`src/rtl/ivm_pkg.sv`:
```
// Purpose: constants and types for the interrupt vectoring and masking block
// Assumes: 20-bit cpu address space, 32-bit classic wishbone register bus
// Notes: register offsets are byte addresses on the wishbone bus
// Operation
// - peripheral requests maskable, share vectors 1-31
// - key request raised while any key low
// - edge inputs: rising, falling or both edges
// - accepted request reports its table entry address
// - fixed vectors: 4-byte entries, top of memory
// - fixed entry per trap, nmi and reset
// - break entry ff redirects to variable entry
// - variable table: 256 bytes from vector base
// - software number n at base plus 4n
// - numbers 10-11, 13-20 for bus, dma, key, a-d, serial
// - 21-23 timer a, 27-28 timer b, 29-31 edges
// - break and numbers 32-63 ignore global enable
// - two-wire mode swaps serial 2 request sources
// - enable, level, threshold gate maskable only
// - per-source control: request bit, level field
// - request bit shows outstanding request
// - accept: enabled, requested, level above threshold
// - three-bit level, zero disables, seven highest
// - hardware sets/clears request; software only clears
// - global enable gates all maskable requests
package ivm_pkg;
    localparam int ADDR_W = 20;
    localparam int WB_ADR_W = 8;
    localparam int LVL_W = 3;
    localparam int NUM_W = 6;
    localparam int KEY_W = 4;
    localparam int EXT_W = 3;

    localparam logic [7:0] OFS_VBASE = 8'h00;
    localparam logic [7:0] OFS_FLAG = 8'h04;
    localparam logic [7:0] OFS_MODE = 8'h08;
    localparam logic [7:0] OFS_STAT = 8'h0c;
    localparam logic [7:0] OFS_BRKFIX = 8'h10;
    localparam logic [7:0] OFS_CTRL = 8'h80;

    localparam int CTRL_REQ_BIT = 3;
    localparam int FLAG_IE_BIT = 0;
    localparam int FLAG_THR_LSB = 4;
    localparam int MODE_TWB_BIT = 0;
    localparam int MODE_EDGE_LSB = 4;
    localparam int STAT_PEND_BIT = 31;
    localparam int STAT_NUM_LSB = 8;

    localparam logic [19:0] FIX_UNDEF = 20'hfffdc;
    localparam logic [19:0] FIX_OVF = 20'hfffe0;
    localparam logic [19:0] FIX_BREAK = 20'hfffe4;
    localparam logic [19:0] FIX_AMATCH = 20'hfffe8;
    localparam logic [19:0] FIX_STEP = 20'hfffec;
    localparam logic [19:0] FIX_WDOG = 20'hffff0;
    localparam logic [19:0] FIX_DBG = 20'hffff4;
    localparam logic [19:0] FIX_NMI = 20'hffff8;
    localparam logic [19:0] FIX_RESET = 20'hffffc;
    localparam logic [7:0] BREAK_REDIRECT = 8'hff;
    localparam int ENTRY_SHIFT = 2;
    localparam int VAR_TABLE_BYTES = 256;

    localparam logic [4:0] SN_BUSCOL = 5'h0a;
    localparam logic [4:0] SN_DMA_CH0 = 5'h0b;
    localparam logic [4:0] SN_KEY = 5'h0d;
    localparam logic [4:0] SN_AD = 5'h0e;
    localparam logic [4:0] SN_S2_TX = 5'h0f;
    localparam logic [4:0] SN_S2_RX = 5'h10;
    localparam logic [4:0] SN_EXT0 = 5'h1d;
    // numbers served by a source: 10,11,13-23,27-31
    localparam logic [31:0] SRC_MASK = 32'hf8ffec00;

    localparam logic [31:0] RST_ZERO = 32'h0000_0000;
    localparam logic [1:0] EDGE_FALL = 2'h0;
    localparam logic [1:0] EDGE_RISE = 2'h1;

    typedef enum logic [3:0] {
        KIND_UNDEF, KIND_OVF, KIND_BREAK, KIND_AMATCH, KIND_STEP,
        KIND_WDOG, KIND_DBG, KIND_NMI, KIND_RESET, KIND_SOFT
    } ivm_kind_t;
endpackage

```
`src/rtl/ivm_pin_if.sv`:
```
`timescale 1ns/100ps
// Purpose: synchronised pin events between pin stage and controller
// Assumes: single clock domain
// Notes: all members are registered by the pin stage
interface ivm_pin_if;
    logic [ivm_pkg::KEY_W-1:0] key_low;
    logic [ivm_pkg::EXT_W-1:0] ext_rise;
    logic [ivm_pkg::EXT_W-1:0] ext_fall;
    modport pins (output key_low, output ext_rise, output ext_fall);
    modport ctrl (input key_low, input ext_rise, input ext_fall);
endinterface

```
`src/rtl/ivm_pin_sync.sv`:
```
`timescale 1ns/100ps
// Purpose: three-stage pin synchroniser with edge and level detection
// Assumes: pins are asynchronous to clk_i
// Notes: a change counts once stages two and three agree
module ivm_pin_sync
(
    input wire logic clk_i,
    input wire logic reset_i,
    input wire logic [ivm_pkg::KEY_W-1:0] key_input_pin_n_i,
    input wire logic [ivm_pkg::EXT_W-1:0] external_edge_input_i,
    ivm_pin_if.pins pin
);
    import ivm_pkg::*;
    localparam int W = KEY_W + EXT_W;

    logic [W-1:0] s1_reg, s2_reg, s3_reg, stab_reg;
    logic [W-1:0] stab_next;
    logic [KEY_W-1:0] key_next;
    logic [EXT_W-1:0] rise_next, fall_next;

    always_comb
    begin
        // stage one feeds stage two only
        for (int i = 0; i < W; i++)
        begin
            stab_next[i] = (s2_reg[i] == s3_reg[i]) ? s3_reg[i] : stab_reg[i];
        end
        key_next = ~stab_next[KEY_W-1:0];
        rise_next = stab_next[W-1:KEY_W] & ~stab_reg[W-1:KEY_W];
        fall_next = ~stab_next[W-1:KEY_W] & stab_reg[W-1:KEY_W];
    end

    always_ff @(posedge clk_i or posedge reset_i)
    begin
        if (reset_i)
        begin
            // key pins idle high, so their stable state starts high
            s1_reg <= {{EXT_W{1'b0}}, {KEY_W{1'b1}}};
            s2_reg <= {{EXT_W{1'b0}}, {KEY_W{1'b1}}};
            s3_reg <= {{EXT_W{1'b0}}, {KEY_W{1'b1}}};
            stab_reg <= {{EXT_W{1'b0}}, {KEY_W{1'b1}}};
            pin.key_low <= '0;
            pin.ext_rise <= '0;
            pin.ext_fall <= '0;
        end
        else
        begin
            s1_reg <= {external_edge_input_i, key_input_pin_n_i};
            s2_reg <= s1_reg;
            s3_reg <= s2_reg;
            stab_reg <= stab_next;
            pin.key_low <= key_next;
            pin.ext_rise <= rise_next;
            pin.ext_fall <= fall_next;
        end
    end
endmodule

```
`src/rtl/ivm_ctrl.sv`:
```
// Implementation choices: register access over Wishbone and the placing of the registers.
`timescale 1ns/100ps
// Purpose: request collection, masking, priority and vector addresses
// Assumes: requests on periph_req_i are synchronous to clk_i
// Notes: registers on classic wishbone, one wait state per access
module ivm_ctrl
(
    input wire logic clk_i,
    input wire logic reset_i,
    input wire logic wb_cyc_i,
    input wire logic wb_stb_i,
    input wire logic wb_we_i,
    input wire logic [ivm_pkg::WB_ADR_W-1:0] wb_adr_i,
    input wire logic [3:0] wb_sel_i,
    input wire logic [31:0] wb_dat_i,
    output logic [31:0] wb_dat_o,
    output logic wb_ack_o,
    input wire logic [31:0] periph_req_i,
    input wire logic s2_nack_req_i,
    input wire logic s2_ack_req_i,
    input wire logic [ivm_pkg::KEY_W-1:0] key_input_pin_n_i,
    input wire logic [ivm_pkg::EXT_W-1:0] external_edge_input_i,
    input wire logic irq_take_i,
    input wire logic [4:0] irq_take_num_i,
    output logic irq_req_o,
    output logic [4:0] irq_num_o,
    output logic [ivm_pkg::LVL_W-1:0] irq_level_o,
    output logic [ivm_pkg::ADDR_W-1:0] irq_vec_o,
    input wire logic vec_req_i,
    input wire ivm_pkg::ivm_kind_t vec_kind_i,
    input wire logic [ivm_pkg::NUM_W-1:0] vec_num_i,
    output logic vec_valid_o,
    output logic [ivm_pkg::ADDR_W-1:0] vec_addr_o,
    output logic vec_maskable_o
);
    import ivm_pkg::*;

    ivm_pin_if pin ();

    ivm_pin_sync u_sync
    (
        .clk_i(clk_i),
        .reset_i(reset_i),
        .key_input_pin_n_i(key_input_pin_n_i),
        .external_edge_input_i(external_edge_input_i),
        .pin(pin)
    );

    function automatic logic [31:0] merge(input logic [31:0] old,
        input logic [31:0] din, input logic [3:0] sel);
        logic [31:0] r;
        r = old;
        for (int b = 0; b < 4; b++)
        begin
            if (sel[b])
            begin
                r[b*8 +: 8] = din[b*8 +: 8];
            end
        end
        return r;
    endfunction

    // variable table entry for a software number
    function automatic logic [ADDR_W-1:0] var_entry(
        input logic [ADDR_W-1:0] base, input logic [NUM_W-1:0] n);
        return base + ADDR_W'({n, 2'b00});
    endfunction

    // register file state
    logic [ADDR_W-1:0] vbase_reg, vbase_next;
    logic ie_reg, ie_next;
    logic [LVL_W-1:0] thr_reg, thr_next;
    logic twb_reg, twb_next;
    logic [2*EXT_W-1:0] edge_sel_reg, edge_sel_next;
    logic [7:0] brkfix_reg, brkfix_next;
    logic [31:0] req_reg, req_next;
    logic [LVL_W-1:0] lvl_reg [32];
    logic [LVL_W-1:0] lvl_next [32];
    logic ack_reg, ack_next;
    logic [31:0] rdat_reg, rdat_next;

    // outputs
    logic irq_req_next;
    logic [4:0] irq_num_next;
    logic [LVL_W-1:0] irq_level_next;
    logic [ADDR_W-1:0] irq_vec_next;
    logic vec_valid_next;
    logic [ADDR_W-1:0] vec_addr_next;
    logic vec_maskable_next;

    logic [31:0] src_req;
    logic [31:0] wdat;
    logic wr_en;
    logic rd_en;
    logic [WB_ADR_W-1:0] ctrl_ofs;
    logic ctrl_hit;
    logic [4:0] ctrl_idx;
    logic [LVL_W-1:0] best_lvl;
    logic [4:0] best_num;
    logic accept;

    // request sources by software number
    always_comb
    begin
        src_req = periph_req_i & SRC_MASK;
        src_req[SN_KEY] = |pin.key_low;
        if (twb_reg)
        begin
            src_req[SN_S2_TX] = s2_nack_req_i;
            src_req[SN_S2_RX] = s2_ack_req_i;
        end
        for (int e = 0; e < EXT_W; e++)
        begin
            unique case (edge_sel_reg[2*e +: 2])
                EDGE_FALL: src_req[SN_EXT0 + 5'(e)] = pin.ext_fall[e];
                EDGE_RISE: src_req[SN_EXT0 + 5'(e)] = pin.ext_rise[e];
                default: src_req[SN_EXT0 + 5'(e)] =
                    pin.ext_rise[e] | pin.ext_fall[e];
            endcase
        end
    end

    // highest level wins, lowest number on a tie
    always_comb
    begin
        best_lvl = '0;
        best_num = '0;
        for (int i = 0; i < 32; i++)
        begin
            if (SRC_MASK[i] && req_reg[i] && lvl_reg[i] > best_lvl)
            begin
                best_lvl = lvl_reg[i];
                best_num = 5'(i);
            end
        end
        // level 0 never beats 0, so disabled sources never win
        accept = ie_reg && (best_lvl > thr_reg);
    end

    // wishbone decode
    always_comb
    begin
        // write lands on the edge at which the master sees ack
        wr_en = wb_cyc_i && wb_stb_i && wb_we_i && ack_reg;
        rd_en = wb_cyc_i && wb_stb_i && !wb_we_i && !ack_reg;
        wdat = wb_dat_i;
        ctrl_ofs = wb_adr_i - OFS_CTRL;
        ctrl_hit = (wb_adr_i >= OFS_CTRL) && (wb_adr_i[1:0] == 2'b00);
        ctrl_idx = ctrl_ofs[6:2];
    end

    // register file next state
    always_comb
    begin
        vbase_next = vbase_reg;
        ie_next = ie_reg;
        thr_next = thr_reg;
        twb_next = twb_reg;
        edge_sel_next = edge_sel_reg;
        brkfix_next = brkfix_reg;
        lvl_next = lvl_reg;
        req_next = req_reg;
        ack_next = wb_cyc_i && wb_stb_i && !ack_reg;
        rdat_next = '0;

        if (wr_en)
        begin
            unique case (wb_adr_i)
                OFS_VBASE: vbase_next =
                    ADDR_W'(merge(32'(vbase_reg), wdat, wb_sel_i));
                OFS_FLAG:
                begin
                    if (wb_sel_i[0])
                    begin
                        ie_next = wdat[FLAG_IE_BIT];
                        thr_next = wdat[FLAG_THR_LSB +: LVL_W];
                    end
                end
                OFS_MODE:
                begin
                    if (wb_sel_i[0])
                    begin
                        twb_next = wdat[MODE_TWB_BIT];
                    end
                    if (wb_sel_i[1])
                    begin
                        edge_sel_next = wdat[MODE_EDGE_LSB +: 2*EXT_W];
                    end
                end
                OFS_BRKFIX: if (wb_sel_i[0]) brkfix_next = wdat[7:0];
                default:
                begin
                    if (ctrl_hit && SRC_MASK[ctrl_idx] && wb_sel_i[0])
                    begin
                        lvl_next[ctrl_idx] = wdat[LVL_W-1:0];
                        // a one written to the request bit is ignored
                        if (!wdat[CTRL_REQ_BIT])
                        begin
                            req_next[ctrl_idx] = 1'b0;
                        end
                    end
                end
            endcase
        end

        if (irq_take_i)
        begin
            req_next[irq_take_num_i] = 1'b0;
        end
        // a new request beats any clear in the same cycle
        req_next = (req_next | src_req) & SRC_MASK;

        if (rd_en)
        begin
            unique case (wb_adr_i)
                OFS_VBASE: rdat_next = 32'(vbase_reg);
                OFS_FLAG: rdat_next = 32'({thr_reg, 3'b000, ie_reg});
                OFS_MODE: rdat_next = 32'({edge_sel_reg, 3'b000, twb_reg});
                OFS_STAT:
                begin
                    rdat_next[STAT_PEND_BIT] = irq_req_o;
                    rdat_next[STAT_NUM_LSB +: 5] = irq_num_o;
                    rdat_next[LVL_W-1:0] = irq_level_o;
                end
                OFS_BRKFIX: rdat_next = 32'(brkfix_reg);
                default:
                begin
                    if (ctrl_hit && SRC_MASK[ctrl_idx])
                    begin
                        rdat_next[CTRL_REQ_BIT] = req_reg[ctrl_idx];
                        rdat_next[LVL_W-1:0] = lvl_reg[ctrl_idx];
                    end
                end
            endcase
        end
    end

    // accepted request and vector lookup
    always_comb
    begin
        irq_req_next = accept;
        irq_num_next = best_num;
        irq_level_next = best_lvl;
        irq_vec_next = var_entry(vbase_reg, {1'b0, best_num});
        vec_valid_next = vec_req_i;
        vec_addr_next = vec_addr_o;
        vec_maskable_next = vec_maskable_o;
        if (vec_req_i)
        begin
            vec_maskable_next = 1'b0;
            unique case (vec_kind_i)
                KIND_UNDEF: vec_addr_next = FIX_UNDEF;
                KIND_OVF: vec_addr_next = FIX_OVF;
                KIND_BREAK: vec_addr_next = (brkfix_reg == BREAK_REDIRECT) ?
                    vbase_reg : FIX_BREAK;
                KIND_AMATCH: vec_addr_next = FIX_AMATCH;
                KIND_STEP: vec_addr_next = FIX_STEP;
                KIND_WDOG: vec_addr_next = FIX_WDOG;
                KIND_DBG: vec_addr_next = FIX_DBG;
                KIND_NMI: vec_addr_next = FIX_NMI;
                KIND_RESET: vec_addr_next = FIX_RESET;
                KIND_SOFT:
                begin
                    vec_addr_next = var_entry(vbase_reg, vec_num_i);
                    // only 1..31 are peripheral slots and maskable
                    vec_maskable_next = (vec_num_i != '0) &&
                        !vec_num_i[NUM_W-1];
                end
                default: vec_addr_next = FIX_UNDEF;
            endcase
        end
    end

    always_ff @(posedge clk_i or posedge reset_i)
    begin
        if (reset_i)
        begin
            vbase_reg <= '0;
            ie_reg <= 1'b0;
            thr_reg <= '0;
            twb_reg <= 1'b0;
            edge_sel_reg <= '0;
            brkfix_reg <= '0;
            req_reg <= RST_ZERO;
            for (int i = 0; i < 32; i++)
            begin
                lvl_reg[i] <= '0;
            end
            ack_reg <= 1'b0;
            rdat_reg <= RST_ZERO;
            irq_req_o <= 1'b0;
            irq_num_o <= '0;
            irq_level_o <= '0;
            irq_vec_o <= '0;
            vec_valid_o <= 1'b0;
            vec_addr_o <= '0;
            vec_maskable_o <= 1'b0;
        end
        else
        begin
            vbase_reg <= vbase_next;
            ie_reg <= ie_next;
            thr_reg <= thr_next;
            twb_reg <= twb_next;
            edge_sel_reg <= edge_sel_next;
            brkfix_reg <= brkfix_next;
            req_reg <= req_next;
            lvl_reg <= lvl_next;
            ack_reg <= ack_next;
            rdat_reg <= rdat_next;
            irq_req_o <= irq_req_next;
            irq_num_o <= irq_num_next;
            irq_level_o <= irq_level_next;
            irq_vec_o <= irq_vec_next;
            vec_valid_o <= vec_valid_next;
            vec_addr_o <= vec_addr_next;
            vec_maskable_o <= vec_maskable_next;
        end
    end

    assign wb_ack_o = ack_reg;
    assign wb_dat_o = rdat_reg;
endmodule

```
`config.mk`:
```
export PLATFORM = sky130hd
export DESIGN_NAME = ivm_ctrl
export DESIGN_NICKNAME = d
export VERILOG_FILES = /design/src/rtl/ivm_pkg.sv /design/src/rtl/ivm_pin_if.sv /design/src/rtl/ivm_pin_sync.sv /design/src/rtl/ivm_ctrl.sv
export SDC_FILE = /design/constraint.sdc
export NUM_CORES = 1
export LEC_CHECK = 0
export BUFFER_PORTS_ARGS = -buffer_cell sky130_fd_sc_hd__buf_2
export CAP_MARGIN = 20
export CORE_AREA = 3 3 164 166
export DETAILED_ROUTE_END_ITERATION = 8
export DIE_AREA = 0 0 167 169
export PLACE_DENSITY = 0.76
export SETUP_SLACK_MARGIN = 0.15
export SLEW_MARGIN = 40
export SYNTH_ARGS = -nofsm -noshare
export SYNTH_HDL_FRONTEND = slang
export SYNTH_SLANG_ARGS = --single-unit
```
`constraint.sdc`:
```
create_clock -name clk_i -period 28.8 [get_ports clk_i]
set_clock_uncertainty 0.05 [all_clocks]
set_input_delay 4.32 -clock clk_i [delete_from_list [all_inputs] [get_ports clk_i]]
set_output_delay 4.32 -clock clk_i [all_outputs]
set_load 0.005 [all_outputs]
```
==> results of run 1 <==
[metrics by stage]
step	utilization, %	hold WS [ns]
after detailed placement	57.27	0.2865
final	61.31	0.2964
after floorplan	-	0.2812
after global routing	61.31	0.3076
after global placement	57.23	0.2862
after CTS	61.18	0.3008
[power by group through the flow]
stage	Clock (mW)	Sequential [mW]	Combinational, mW
finish	0.386	0.385	0.0493
global route	0.410	0.386	0.0546
CTS	0.392	0.385	0.0489
detailed placement	0	0.392	0.0487
global placement	0	0.391	0.0478
floorplan	0	0.390	0.0319
[worst register-to-register path: cells and delay by family, from the launching register on]
family | cells | cell delay, ns
XOR/XNOR | 1 | 0.13
adder cells (fa/ha/maj) | 21 | 6.10
flip-flops | 1 | 0.52
AO/OA/AOI/OAI | 45 | 10.64
buffers and inverters | 2 | 0.22
multiplexers | 7 | 2.25
AND/OR/NAND/NOR | 37 | 6.08
[cells by family (layout without fill, tap and decap cells)]
logic type	Yosys count	after routing
other cells	1	11
compound gates	303	303
buf+inv	163	265
xor+xnor	20	20
flops	264	264
fa+ha+maj	47	47
mux	138	138
simple gates	397	397
[metal layers]
metal / vias up / track usage [%] / part of all wire (%)
met5: - / 0 / 0
met4: 0 / 10.15 / 4.1
met3: 83 / 4.017 / 7.7
met2: 476 / 40.21 / 46
met1: 5331 / 35.66 / 42
li1: 4979 / - / -
[synth_stat cells, types with 16 or more instances]
master,number,area share [%]
o21ai_0,80,2.9
nand2_1,121,3.3
o221ai_1,17,1.1
ha_1,35,3.1
mux4_2,29,4.7
nor3_1,19,0.68
and2_1,24,1.1
inv_1,57,1.5
nand3_1,27,0.97
dfrtp_1,248,45
nor2_1,98,2.6
clkbuf_1,91,2.5
mux2_2,90,7.3
a21oi_1,44,1.6
dfstp_2,16,3.0
nand2b_1,19,0.85
[how the worst max path moves through the flow]
stage / to / from / depth (start not counted)
finish: irq_vec_o[18] / req_reg[10] / 113
global route: irq_vec_o[18] / req_reg[10] / 114
CTS: irq_vec_o[18] / req_reg[10] / 113
detailed placement: irq_vec_o[18] / req_reg[10] / 113
global placement: irq_vec_o[18] / req_reg[10] / 113
floorplan: irq_vec_o[18] / req_reg[10] / 111
[cell type report]
class	count	area (sq um)	area share, %
Sequential cell	264	6626	41.95
Clock buffer	37	775.7	4.911
Clock inverter	16	231.5	1.465
Timing Repair Buffer	155	823.3	5.212
Tap cell	335	419.2	2.653
Multi-Input combinational cell	916	6699	42.41
Inverter	57	221.5	1.402
==> impl_metrics.csv, run 1 <==
group,metric,value,unit
floorplanning,core_area,0.02576,sq mm
yosys,synth_edf_count,0,
routing,viasPerCell,6.106,
layout,stdcell_count,1780,
clock_tree,clk_pin_slew,0.06,ns
layout,fin_nets,1567,
sta,fin_crit,26.09,ns
yosys,yosys_register_bits,264,
yosys,yosysSeqAreaShare,47.55,%
power_and_ir_drop,power_leakage,7.241,nW
power_and_ir_drop,netSwitchingFraction,22.78,%
floorplanning,rows,59,
floorplanning,dieHeight,169,um
worst_setup_path,crit_fanout,10,
layout,largest_reg_flops,96,
placement,port_buffers,148,
worst_hold_path,hp-start,"u_sync.s1_reg[4]",
yosys,ys_types,82,
sta,finalSetupViolCount,0,
yosys,synth_top_family_by_area,"compound AO/OA/AOI/OAI gates",
sta,final.setup.tns,0,ns
routing,routed_wl,36.42,mm
flow_run,cap_viol_max_count,0,
global_routing,grt_max_degree,115,
sta,fmax,38.33,MHz
routing,dr.pass1.iters,7,
global_routing,grt.overflow.total,0,
layout,finish.instance_area,0.01580,sq mm
clock_tree,clk_latency,0.54,ns
sta,grt_setup_unrepaired,"false",
worst_setup_path,r2r_setup_slack,2.71,ns
worst_setup_path,crit_buf_inv,2,
yosys,synth_ff_type,"dfrtp_1",
power_and_ir_drop,power_density,51.96,mW/mm^2
worst_setup_path,path_common_cell,"ha_1",
clock_tree,numCtsBuffers,29,
power_and_ir_drop,p_int,633.8,uW
worst_setup_path,r2r_start,"req_reg[10]",
worst_setup_path,slowest_delay,0.61,ns
sta,maxSlewHeadroom,40.04,%
routing,drc,0,
worst_setup_path,criticalPathCategory,"reg -> reg",
clock_tree,clock_path_buffers,3,
yosys,ys_warn_count,0,
placement,dp_hpwl,26.53,mm
clock_tree,post_cts_resized,0,
worst_hold_path,min_path_type,"reg -> reg",
worst_hold_path,holdPathStages,0,
layout,final_cell_mix,"dfrtp_1 (248), buf_2 (148), nand2_1 (121)",
worst_setup_path,crit_slowest_cell,"a221oi_1",
layout,area_growth,13.36,%
worst_setup_path,crit_required,29.20,ns
layout,final_common_cell,"dfrtp_1",
layout,fill_cells,2117,
floorplanning,io_pins,191,
yosys,synth_compound_area_share,15.00,%
power_and_ir_drop,p_clk_share,47.1,%
clock_tree,htreeDepth,1,
floorplanning,start_util,54.09,%
global_routing,antenna_found_initial,1,
clock_tree,post_cts_buffers,0,
worst_setup_path,reg2reg_to,"irq_vec_o[18]",
power_and_ir_drop,peakVddDrop,45.96,uV
placement,dp.cells,1726,
global_routing,track_usage,25.46,%
placement,pre_cts_ws,3.092,ns
sta,slew_violations,0,
sta,hold_viol,0,
layout,antenna_cells,0,
power_and_ir_drop,seqPwrFrac,46.9,%
clock_tree,cts.sinks,264,
layout,layout-drive-gt1-share,25.61,%
sta,worst_pin_slew,0.8912,ns
clock_tree,cts_tree,"yes",
clock_tree,cts-root-buf,"clkbuf_16",
sta,worst_slack,2.710,ns
floorplanning,die-area,0.02822,sq mm
routing,vias,10870,
global_routing,grt_pass1_vias,10530,
worst_setup_path,arrival,26.49,ns
worst_setup_path,rr_worst_depth,113,
placement,gp_congestion,0.9305,
yosys,synthesis.instances,1333,
clock_tree,postCtsHoldBufs,0,
yosys,syn-cell-area,0.01393,sq mm
placement,place_area,0.01476,sq mm
worst_hold_path,hold_end,"u_sync.s2_reg[4]",
yosys,synth_fa_ha_area_share,4.157,%
power_and_ir_drop,power,820.8,uW
yosys,synth_xor_area_share,1.257,%
routing,wl_per_cell,20.46,um
yosys,muxShareOfSynthArea,13.50,%
floorplanning,die_x,167,um
yosys,syn_area_per_cell,10.45,sq um
global_routing,grt_pass1_wl,57.68,mm
power_and_ir_drop,power_switching,187.0,uW
routing,drt-initial-drc-count,1261,
yosys,synthArstFlopShare,100.0,%
routing,drt.antenna.violating_nets,0,
worst_setup_path,crit_path_end_kind,"flop",
outcome,status,"complete, no violations",
worst_setup_path,path_delay_family,"compound AO/OA/AOI/OAI gates",
sta,min_period_over_period,90.59,%
power_and_ir_drop,combPwrFrac,6.0,%
worst_setup_path,critPathLaunchType,"flop",
yosys,yosys.area_share.simple,13.81,%
No activity file was read; power rests on OpenSTA's default activity.
==> inputs of run 2 (changes only) <==
Settings changed: CELL_PAD_IN_SITES_DETAIL_PLACEMENT set to 0, CELL_PAD_IN_SITES_GLOBAL_PLACEMENT set to 2, CORE_AREA 3 3 164 166 to 3 3 199 201, DIE_AREA 0 0 167 169 to 0 0 202 204, PLACE_DENSITY 0.76 to unset, PLACE_DENSITY_LB_ADDON set to 0.1.
==> impl_metrics.csv, run 2 (synthesis gave the netlist of run 1 again) <==
group,metric,value,unit
worst_setup_path,crit_slowest_cell,"a221oi_1",
sta,fin_crit,26.15,ns
layout,final_common_cell,"dfrtp_1",
floorplanning,die_x,202,um
worst_setup_path,arrival,26.49,ns
clock_tree,clk_latency,0.54,ns
layout,fill_cells,3723,
placement,port_buffers,148,
sta,slew_violations,0,
worst_setup_path,slowest_delay,0.66,ns
worst_hold_path,min_path_type,"reg -> reg",
power_and_ir_drop,netSwitchingFraction,23.76,%
layout,largest_reg_flops,96,
sta,maxSlewHeadroom,49.01,%
clock_tree,cts-root-buf,"clkbuf_16",
routing,routed_wl,42.75,mm
sta,worst_pin_slew,0.7649,ns
routing,vias,10410,
routing,drt.antenna.violating_nets,0,
layout,area_growth,15.98,%
power_and_ir_drop,power_leakage,7.321,nW
worst_setup_path,crit_required,29.15,ns
floorplanning,die-area,0.04121,sq mm
flow_run,cap_viol_max_count,0,
placement,dp.cells,1902,
global_routing,grt_pass1_vias,10400,
routing,dr.pass1.iters,5,
clock_tree,clock_path_buffers,3,
power_and_ir_drop,power_density,54.36,mW/mm^2
outcome,status,"complete, no violations",
power_and_ir_drop,p_clk_share,50.3,%
layout,layout-drive-gt1-share,26.17,%
worst_setup_path,crit_fanout,10,
sta,min_period_over_period,90.78,%
clock_tree,postCtsHoldBufs,0,
routing,viasPerCell,5.301,
worst_setup_path,critPathLaunchType,"flop",
layout,final_cell_mix,"dfrtp_1 (248), buf_2 (148), nand2_1 (121)",
global_routing,grt_pass1_wl,65.41,mm
floorplanning,dieHeight,204,um
clock_tree,cts_tree,"yes",
clock_tree,clk_pin_slew,0.06,ns
global_routing,antenna_found_initial,1,
clock_tree,cts.sinks,264,
power_and_ir_drop,power_switching,208.7,uW
floorplanning,start_util,36.91,%
clock_tree,numCtsBuffers,34,
worst_setup_path,crit_path_end_kind,"flop",
worst_setup_path,r2r_start,"req_reg[10]",
floorplanning,rows,71,
placement,gp_congestion,0.8269,
placement,dp_hpwl,31.46,mm
global_routing,track_usage,20.80,%
routing,drc,0,
clock_tree,post_cts_resized,0,
layout,fin_nets,1571,
power_and_ir_drop,combPwrFrac,5.8,%
power_and_ir_drop,p_int,669.8,uW
clock_tree,post_cts_buffers,0,
floorplanning,io_pins,191,
sta,hold_viol,0,
global_routing,grt.overflow.total,0,
worst_hold_path,holdPathStages,0,
sta,holdWs,0.2961,ns
worst_setup_path,rr_worst_depth,112,
routing,wl_per_cell,21.77,um
global_routing,grt_max_degree,122,
layout,stdcell_count,1964,
worst_hold_path,hp-start,"u_sync.s1_reg[5]",
sta,grt_setup_unrepaired,"false",
worst_setup_path,reg2reg_to,"irq_vec_o[17]",
worst_hold_path,hold_end,"u_sync.s2_reg[5]",
worst_setup_path,criticalPathCategory,"reg -> reg",
worst_setup_path,path_delay_family,"compound AO/OA/AOI/OAI gates",
worst_setup_path,crit_buf_inv,1,
floorplanning,core_area,0.03776,sq mm
sta,final.setup.tns,0,ns
clock_tree,htreeDepth,2,
routing,drt-initial-drc-count,590,
sta,fmax,38.25,MHz
worst_setup_path,r2r_setup_slack,2.65,ns
sta,finalSetupViolCount,0,
worst_setup_path,path_common_cell,"ha_1",
power_and_ir_drop,seqPwrFrac,43.8,%
power_and_ir_drop,peakVddDrop,38.84,uV
==> run 2: final cells by class <==
class / instances / area [sq um] / share of cell area [%]
multi-input combinational: 916 / 6701 / 41.46
sequential: 264 / 6626 / 41.00
clock buffer: 45 / 962.2 / 5.953
timing repair buffer: 154 / 795.8 / 4.924
tap: 511 / 639.4 / 3.956
inverter: 57 / 226.5 / 1.401
clock inverter: 16 / 207.7 / 1.285
antenna: 1 / 2.502 / 0.01548
==> run 2: stage by stage <==
| stage | cell area [sq um] | util (%) | power, mW | worst slack [ns] |
|---|---|---|---|---|
| after floorplan | 13970 | - | 0.4214 | 6.455 |
| after global placement | 14970 | 39.64 | 0.4429 | 2.778 |
| after detailed placement | 14980 | 39.68 | 0.4436 | 2.689 |
| after CTS | 16150 | 42.78 | 0.8932 | 2.595 |
| after global routing | 16160 | 42.81 | 0.9130 | 0.3026 |
| final | 16160 | 42.81 | 0.8785 | 2.655 |
==> run 2: routing by layer <==
metal | GRT usage, % | vias to the layer above | wire length, um
li1 | - | 4987 | -
met1 | 30.66 | 5139 | 20710
met2 | 32.20 | 235 | 19370
met3 | 2.962 | 51 | 1799
met4 | 5.706 | 0 | 876
met5 | 0 | - | 0
==> run 2: power groups by stage <==
stage	clock (mW)	combinational [mW]	sequential, mW
2_1_floorplan	0	0.0319	0.390
3_3_place_gp	0	0.0514	0.391
3_5_place_dp	0	0.0519	0.392
4_1_cts	0.456	0.0522	0.385
5_1_grt	0.470	0.0572	0.386
6_report	0.442	0.0511	0.385
==> run 2: how the worst max path moves through the flow <==
stage | startpoint | endpoint | slack (ns) | cells past startpoint
3_3_place_gp | req_reg[10] | irq_vec_o[18] | 2.78 | 111
4_1_cts | req_reg[10] | irq_vec_o[18] | 2.59 | 111
6_report | req_reg[10] | irq_vec_o[17] | 2.65 | 112
3_5_place_dp | req_reg[10] | irq_vec_o[18] | 2.69 | 111
5_1_grt | req_reg[10] | irq_vec_o[17] | 0.30 | 116
2_1_floorplan | req_reg[10] | irq_vec_o[18] | 6.46 | 111
